`src/design/reset_seq_defines.vh`:
```
// Constants for the reset sequencer: synchroniser depth, sequencing phases.
// Included by the reset sequencer only.
`ifndef RESET_SEQ_DEFINES_VH
`define RESET_SEQ_DEFINES_VH
// Synchroniser stages for the external reset input
`define RST_SYNC_STAGES 2
// Sequencer phase codes
`define PH_RUN 2'h0
`define PH_INACTIVE 2'h1
`define PH_FLOAT 2'h2
// Cycles the control outputs are held inactive before they float
`define INACTIVE_HOLD_CYCLES 4'h1
`endif

```
`src/design/reset_sequencer.v`:
```
// Reset sequencer with pin-float test strap capture.
// Assumes the core clock runs whenever reset is to act; the core supplies
// bus-cycle status and its own control output levels and enables.
// Summary of operation
// - Full reset whenever the external active-low reset input is low.
// - External reset passes a clocked synchroniser before internal use.
// - Reset during operation stops all activity, returns to a known state.
// - A bus cycle in progress at reset is abandoned immediately.
// - Control outputs driven inactive first, then released to high impedance.
// - During reset, lock and four upper address lines become pulled-up inputs.
// - Only the strap line may be pulled low; it requests pin-float mode.
`timescale 1ns/10ps
`default_nettype none
`include "reset_seq_defines.vh"
module reset_sequencer #(
  parameter CTRL_W = 8,
  parameter [CTRL_W-1:0] CTRL_INACTIVE = 8'hFF
) (
  // Clock and board reset
  input wire sys_clk,
  input wire rst_n,
  input wire ext_reset_n,
  // Core side
  input wire bus_cycle_active,
  input wire [CTRL_W-1:0] core_ctrl_out,
  input wire core_ctrl_oe,
  input wire core_lock_out,
  input wire [3:0] core_upper_addr_out,
  output wire core_reset_n,
  output wire bus_abort,
  output reg pin_float_test_mode,
  // Bus control pins
  output reg [CTRL_W-1:0] ctrl_pin_out,
  output reg ctrl_pin_oe,
  // Lock and upper address pins; bit 3 is upper_addr_test_strap
  input wire lock_pin_in,
  output reg lock_pin_out,
  output reg lock_pin_oe,
  output wire lock_pullup_en,
  input wire [3:0] upper_addr_pin_in,
  output reg [3:0] upper_addr_pin_out,
  output reg [3:0] upper_addr_pin_oe,
  output wire upper_addr_pullup_en
);

  reg [`RST_SYNC_STAGES-1:0] sync_r;
  reg [1:0] phase_r;
  reg [1:0] phase_nxt;
  reg [3:0] hold_cnt_r;
  reg in_reset_d_r;
  wire in_reset;
  wire strap_float;

  // synchroniser chain; only the last stage is read
  always @(posedge sys_clk) begin
    if (!rst_n)
      sync_r[0] <= 1'b0;
    else
      sync_r[0] <= ext_reset_n;
  end

  genvar si;
  generate
    for (si = 1; si < `RST_SYNC_STAGES; si = si + 1) begin : g_sync
      always @(posedge sys_clk) begin
        if (!rst_n)
          sync_r[si] <= 1'b0;
        else
          sync_r[si] <= sync_r[si-1];
      end
    end
  endgenerate

  // reset asserted from the synchronised input
  assign in_reset = ~sync_r[`RST_SYNC_STAGES-1];
  assign core_reset_n = ~in_reset;

  assign bus_abort = in_reset & bus_cycle_active;

  assign lock_pullup_en = in_reset;
  assign upper_addr_pullup_en = in_reset;

  always @* begin
    phase_nxt = phase_r;
    case (phase_r)
      `PH_RUN: begin
        if (in_reset)
          phase_nxt = `PH_INACTIVE;
      end
      `PH_INACTIVE: begin
        if (!in_reset)
          phase_nxt = `PH_RUN;
        else if (hold_cnt_r >= `INACTIVE_HOLD_CYCLES)
          phase_nxt = `PH_FLOAT;
      end
      `PH_FLOAT: begin
        if (!in_reset)
          phase_nxt = `PH_RUN;
      end
      default: phase_nxt = `PH_FLOAT;
    endcase
  end

  always @(posedge sys_clk) begin
    if (!rst_n) begin
      phase_r <= `PH_FLOAT;
      hold_cnt_r <= 4'h0;
      in_reset_d_r <= 1'b1;
      pin_float_test_mode <= 1'b0;
    end else begin
      phase_r <= phase_nxt;
      in_reset_d_r <= in_reset;
      if (phase_nxt == `PH_INACTIVE)
        hold_cnt_r <= hold_cnt_r + 4'h1;
      else
        hold_cnt_r <= 4'h0;
      // strap caught at synchronised release, held until next reset
      if (in_reset)
        pin_float_test_mode <= 1'b0;
      else if (in_reset_d_r)
        pin_float_test_mode <= ~upper_addr_pin_in[3];
    end
  end

  // pins stay floating on the release edge, before the mode flop catches up
  assign strap_float = pin_float_test_mode | (in_reset_d_r & ~in_reset & ~upper_addr_pin_in[3]);

  // Enable of a pin for the phase being entered
  function drive_en;
    input [1:0] phase;
    input run_want;
    input hold_want;
    input float_req;
    begin
      case (phase)
        `PH_RUN: begin
          drive_en = run_want & ~float_req;
        end
        `PH_INACTIVE: begin
          drive_en = hold_want;
        end
        default: begin
          drive_en = 1'b0;
        end
      endcase
    end
  endfunction

  // Level of a pin: core value while running, idle level otherwise
  function out_level;
    input [1:0] phase;
    input core_val;
    input idle_val;
    begin
      if (phase == `PH_RUN)
        out_level = core_val;
      else
        out_level = idle_val;
    end
  endfunction

  // control group: inactive drive, then float
  always @(posedge sys_clk) begin
    if (!rst_n) begin
      ctrl_pin_oe <= 1'b0;
    end else begin
      ctrl_pin_oe <= drive_en(phase_nxt, core_ctrl_oe, 1'b1, strap_float);
    end
  end

  // control levels, one flop per pin
  genvar gi;
  generate
    for (gi = 0; gi < CTRL_W; gi = gi + 1) begin : g_ctrl
      always @(posedge sys_clk) begin
        if (!rst_n)
          ctrl_pin_out[gi] <= CTRL_INACTIVE[gi];
        else
          ctrl_pin_out[gi] <= out_level(phase_nxt, core_ctrl_out[gi], CTRL_INACTIVE[gi]);
      end
    end
  endgenerate

  // lock becomes an input as soon as reset is seen
  always @(posedge sys_clk) begin
    if (!rst_n) begin
      lock_pin_out <= 1'b1;
      lock_pin_oe <= 1'b0;
    end else begin
      lock_pin_out <= out_level(phase_nxt, core_lock_out, 1'b1);
      lock_pin_oe <= drive_en(phase_nxt, 1'b1, 1'b0, strap_float);
    end
  end

  // upper address lines, strap line included, become inputs during reset
  genvar ai;
  generate
    for (ai = 0; ai < 4; ai = ai + 1) begin : g_addr
      always @(posedge sys_clk) begin
        if (!rst_n) begin
          upper_addr_pin_out[ai] <= 1'b1;
          upper_addr_pin_oe[ai] <= 1'b0;
        end else begin
          upper_addr_pin_out[ai] <= out_level(phase_nxt, core_upper_addr_out[ai], 1'b1);
          upper_addr_pin_oe[ai] <= drive_en(phase_nxt, 1'b1, 1'b0, strap_float);
        end
      end
    end
  endgenerate

endmodule // reset_sequencer
`default_nettype wire

```
`config.mk`:
```
export PLATFORM = sky130hd
export DESIGN_NAME = reset_sequencer
export DESIGN_NICKNAME = d
export VERILOG_FILES = /design/src/design/reset_sequencer.v
export VERILOG_INCLUDE_DIRS = /design/src /design/src/design
export SDC_FILE = /design/constraint.sdc
export NUM_CORES = 1
export LEC_CHECK = 0
export BUFFER_PORTS_ARGS = -buffer_cell sky130_fd_sc_hd__buf_4
export CORE_MARGIN = 2
export CORE_UTILIZATION = 37
export DETAILED_ROUTE_END_ITERATION = 16
export PLACE_DENSITY = 0.76
export SLEW_MARGIN = 20
export SYNTH_ARGS = -nofsm -noshare
export SYNTH_HDL_FRONTEND = slang
export SYNTH_SLANG_ARGS = --single-unit
```
`constraint.sdc`:
```
create_clock -name sys_clk -period 1.8 [get_ports sys_clk]
set_clock_uncertainty 0.1 [all_clocks]
set_input_delay 0.36 -clock sys_clk [delete_from_list [all_inputs] [get_ports sys_clk]]
set_output_delay 0.36 -clock sys_clk [all_outputs]
set_load 0.1 [all_outputs]
```
==> results.py <==
metrics = {
    "cells_and_area": {
        "drive_gt1_frac": 0.570,
        "syn_to_final_growth_pct": 44.6,
        "final_cell_mix": "42 x buf_4, 21 x dfxtp_1, 8 x or2_2",
        "final_common_cell": "buf_4",
        "nets": 141,
        "fillers": 192,
        "final_cells": 142,
        "diodes": 0,
        "final_util": 0.551,
    },
    "critical_path": {
        "worstSetupEndpointType": "flip-flop",
        "critical-path-max-stage-delay_ps": 490,
        "crit_buf_inv": 2,
        "required_ps": 1970,
        "startpoint_type": "flip-flop",
        "slowest_stage": "or4b_4",
        "crit_family": "simple AND/OR/NAND/NOR gates",
        "cp_max_fo": 4,
        "crit_top_cell": "inv_2",
        "cp_cell_sequence": "inv_2 > ha_2 > or4b_4 > a211o_4 > inv_2 > and2_1",
        "crit_type": "reg2reg",
        "crit_arrival_ps": 1940,
    },
    "sta": {
        "finalMaxSlewViolations": 0,
        "relSlewSlack": 0.686,
        "finalSetupTns_ps": 0,
        "min_period_ps": 1770,
        "finalSetupViolations": 0,
        "max_freq_mhz": 565,
        "rsz0062_at_grt": "yes",
        "tightest_slew_ps": 465,
        "hold_viol": 0,
        "min_period_over_period": 0.983,
    },
    "floorplan": {
        "die_w_um": 51.0,
        "die_area_um2": 2600,
        "die_h_um": 51.0,
        "design.core.area_um2": 2150,
        "start_util": 0.381,
        "ioPinCount": 47,
        "num_rows": 17,
    },
    "grt": {
        "grt_use_total": 0.122,
        "grt_antenna_before_repair": 0,
        "grt_pass1_wl_um": 2260,
        "overflow": 0,
        "use_met3": 0.0205,
        "grt_use_met1": 0.141,
        "top_usage_layer": "met2",
        "grt_use_met2": 0.197,
        "grt_pass1_vias": 540,
        "grt_start_max_net_pins": 16,
    },
    "synthesis": {
        "synth_nets": 100,
        "synth-warning-count": 0,
        "synth_cell_types": 23,
        "synth_area_leaders": "dfxtp_1 61%, or2_2 6.1%, buf_4 4.6%",
        "seq_area_frac_synth": 0.612,
        "synth.largest_area_cell": "dfxtp_1",
        "syn_inst": 74,
        "synth_top_area_frac": 0.612,
        "synth_seq_cells": 25,
        "synth_area_per_cell_um2": 11.1,
        "syn_area_um2": 818,
    },
    "cts": {
        "postCtsSetupBuffers": 0,
        "hold_buffers": 0,
        "tritoncts.num_buffers": 3,
        "cts-root-buf": "clkbuf_4",
        "cts_buffer_depth": 2,
        "clkTransAtPathRegs_ps": 140,
        "cts_tree": "built",
        "clock_latency_ps": 320,
        "h-tree-depth": 1,
        "cts_sinks": 25,
    },
    "power": {
        "ir_drop_v": 0.000456,
        "pwr-share-seq": 0.575,
        "switching_share": 0.293,
        "p_comb_frac": 0.164,
        "p_clk_frac": 0.261,
        "powerDensity_nw_per_um2": 841,
        "leakage_nw": 0.526,
        "p_int_uw": 704,
        "power.switching_uw": 292,
    },
    "routing": {
        "detail_route.wl_per_cell_um": 11.0,
        "vias": 609,
        "wl_um": 1570,
        "dr.pass1.iters": 4,
        "ant_nets": 0,
        "vias_per_cell": 4.29,
        "drc_errors": 0,
        "drt-initial-drc-count": 8,
    },
    "hold_path": {
        "hold_class": "in2reg",
    },
    "placement": {
        "place_congestion": 0.648,
        "dpl.cell_count": 138,
        "placement.io_buffers": 42,
        "dpl.hpwl_um": 1190,
    },
    "run": {
        "cap_violations": 0,
    },
    "outcome": {
        "status": "complete, no violations",
    },
}
==> routing by layer <==
layer  wire length, µm  vias up
li1                  -      308
met1               630      274
met2               794       23
met3               104        4
met4                40        0
met5                 0        -
==> layout make-up <==
type / count / area (µm²) / share of cell area
multi-input combinational: 39 / 278 / 0.235
clock inverter: 1 / 6.26 / 0.00529
timing repair buffer: 42 / 315 / 0.266
inverter: 4 / 18.8 / 0.0159
sequential: 25 / 508 / 0.429
clock buffer: 3 / 22.5 / 0.0190
tap: 28 / 35.0 / 0.0296
==> final timing paths <==
| kind | endpoint | cells past startpoint | slack, ps | startpoint |
|---|---|---|---|---|
| worst max-delay path | hold_cnt_r[1] | 6 | 30 | hold_cnt_r[1] |
| worst min-delay path | ctrl_pin_out[3] | 2 | 110 | core_ctrl_out[3] |
| worst max register to register | hold_cnt_r[1] | 6 | 30 | hold_cnt_r[1] |
| worst min register to register | core_reset_n | 1 | 360 | sync_r[0] |
==> cells in the mapped netlist <==
library cell,n
inv_2,1
dfxtp_1,25
nor4b_1,1
nand3_1,2
inv_1,3
nand2b_1,1
or4b_1,1
and2_1,3
xor2_1,1
a21o_1,1
a21oi_1,1
a211oi_1,1
a31oi_1,1
nor2b_1,2
xnor2_1,1
clkbuf_1,1
buf_4,5
or2_2,8
a211o_2,1
or2_1,5
ha_1,3
nor2_1,4
nand2_1,2
==> worst reg2reg max path, delay by kind of cell (launching register included) <==
kind / cells / cell delay, ps
buffers and inverters: 2 / 110
and+or+nand+nor: 2 / 600
AOI/OAI and AO/OA: 1 / 370
adders and majority gates: 1 / 160
DFF: 1 / 370
==> registers in the layout, summed over array words and instances (netlist names), 2 cells and up <==
register            cells
ctrl_pin_out            8
upper_addr_pin_out      4
hold_cnt_r              4
phase_r                 2
==> cells by family (layout without fill, tap and decap cells) <==
logic type      after synthesis  count (layout)  synth area share
simple gates                 29              29             0.208
flops                        25              25             0.612
buf+inv                      10              50            0.0688
compound gates                5               5            0.0443
fa+ha+maj                     3               3            0.0459
xor+xnor                      2               2            0.0214
==> timing repair <==
action | in CTS | in global routing
pin swaps | 1 | 1
endpoints found under the setup margin | 2 | 2
gates resized for setup | 1 | 5
==> per-stage QoR <==
| step | setup WS [ps] | hold slack [ps] | instance area [µm²] | power, mW |
|---|---|---|---|---|
| after CTS | 8.25 | 98.7 | 1170 | 0.998 |
| after detailed placement | -9.89 | 325 | 1140 | 0.745 |
| after global routing | -29.6 | 85.8 | 1180 | 1.03 |
| after floorplan | -106 | 311 | 833 | 0.696 |
| after global placement | 35.0 | 319 | 1140 | 0.742 |
| final | 30.6 | 105 | 1180 | 0.995 |
==> power groups by stage <==
stage,combinational (mW),sequential (mW),clock (mW)
after floorplan,0.0576,0.638,0
after global placement,0.159,0.584,0
after detailed placement,0.161,0.585,0
after CTS,0.161,0.572,0.264
after global routing,0.169,0.575,0.287
final,0.163,0.573,0.260
Power figures use the tool's default switching activity.
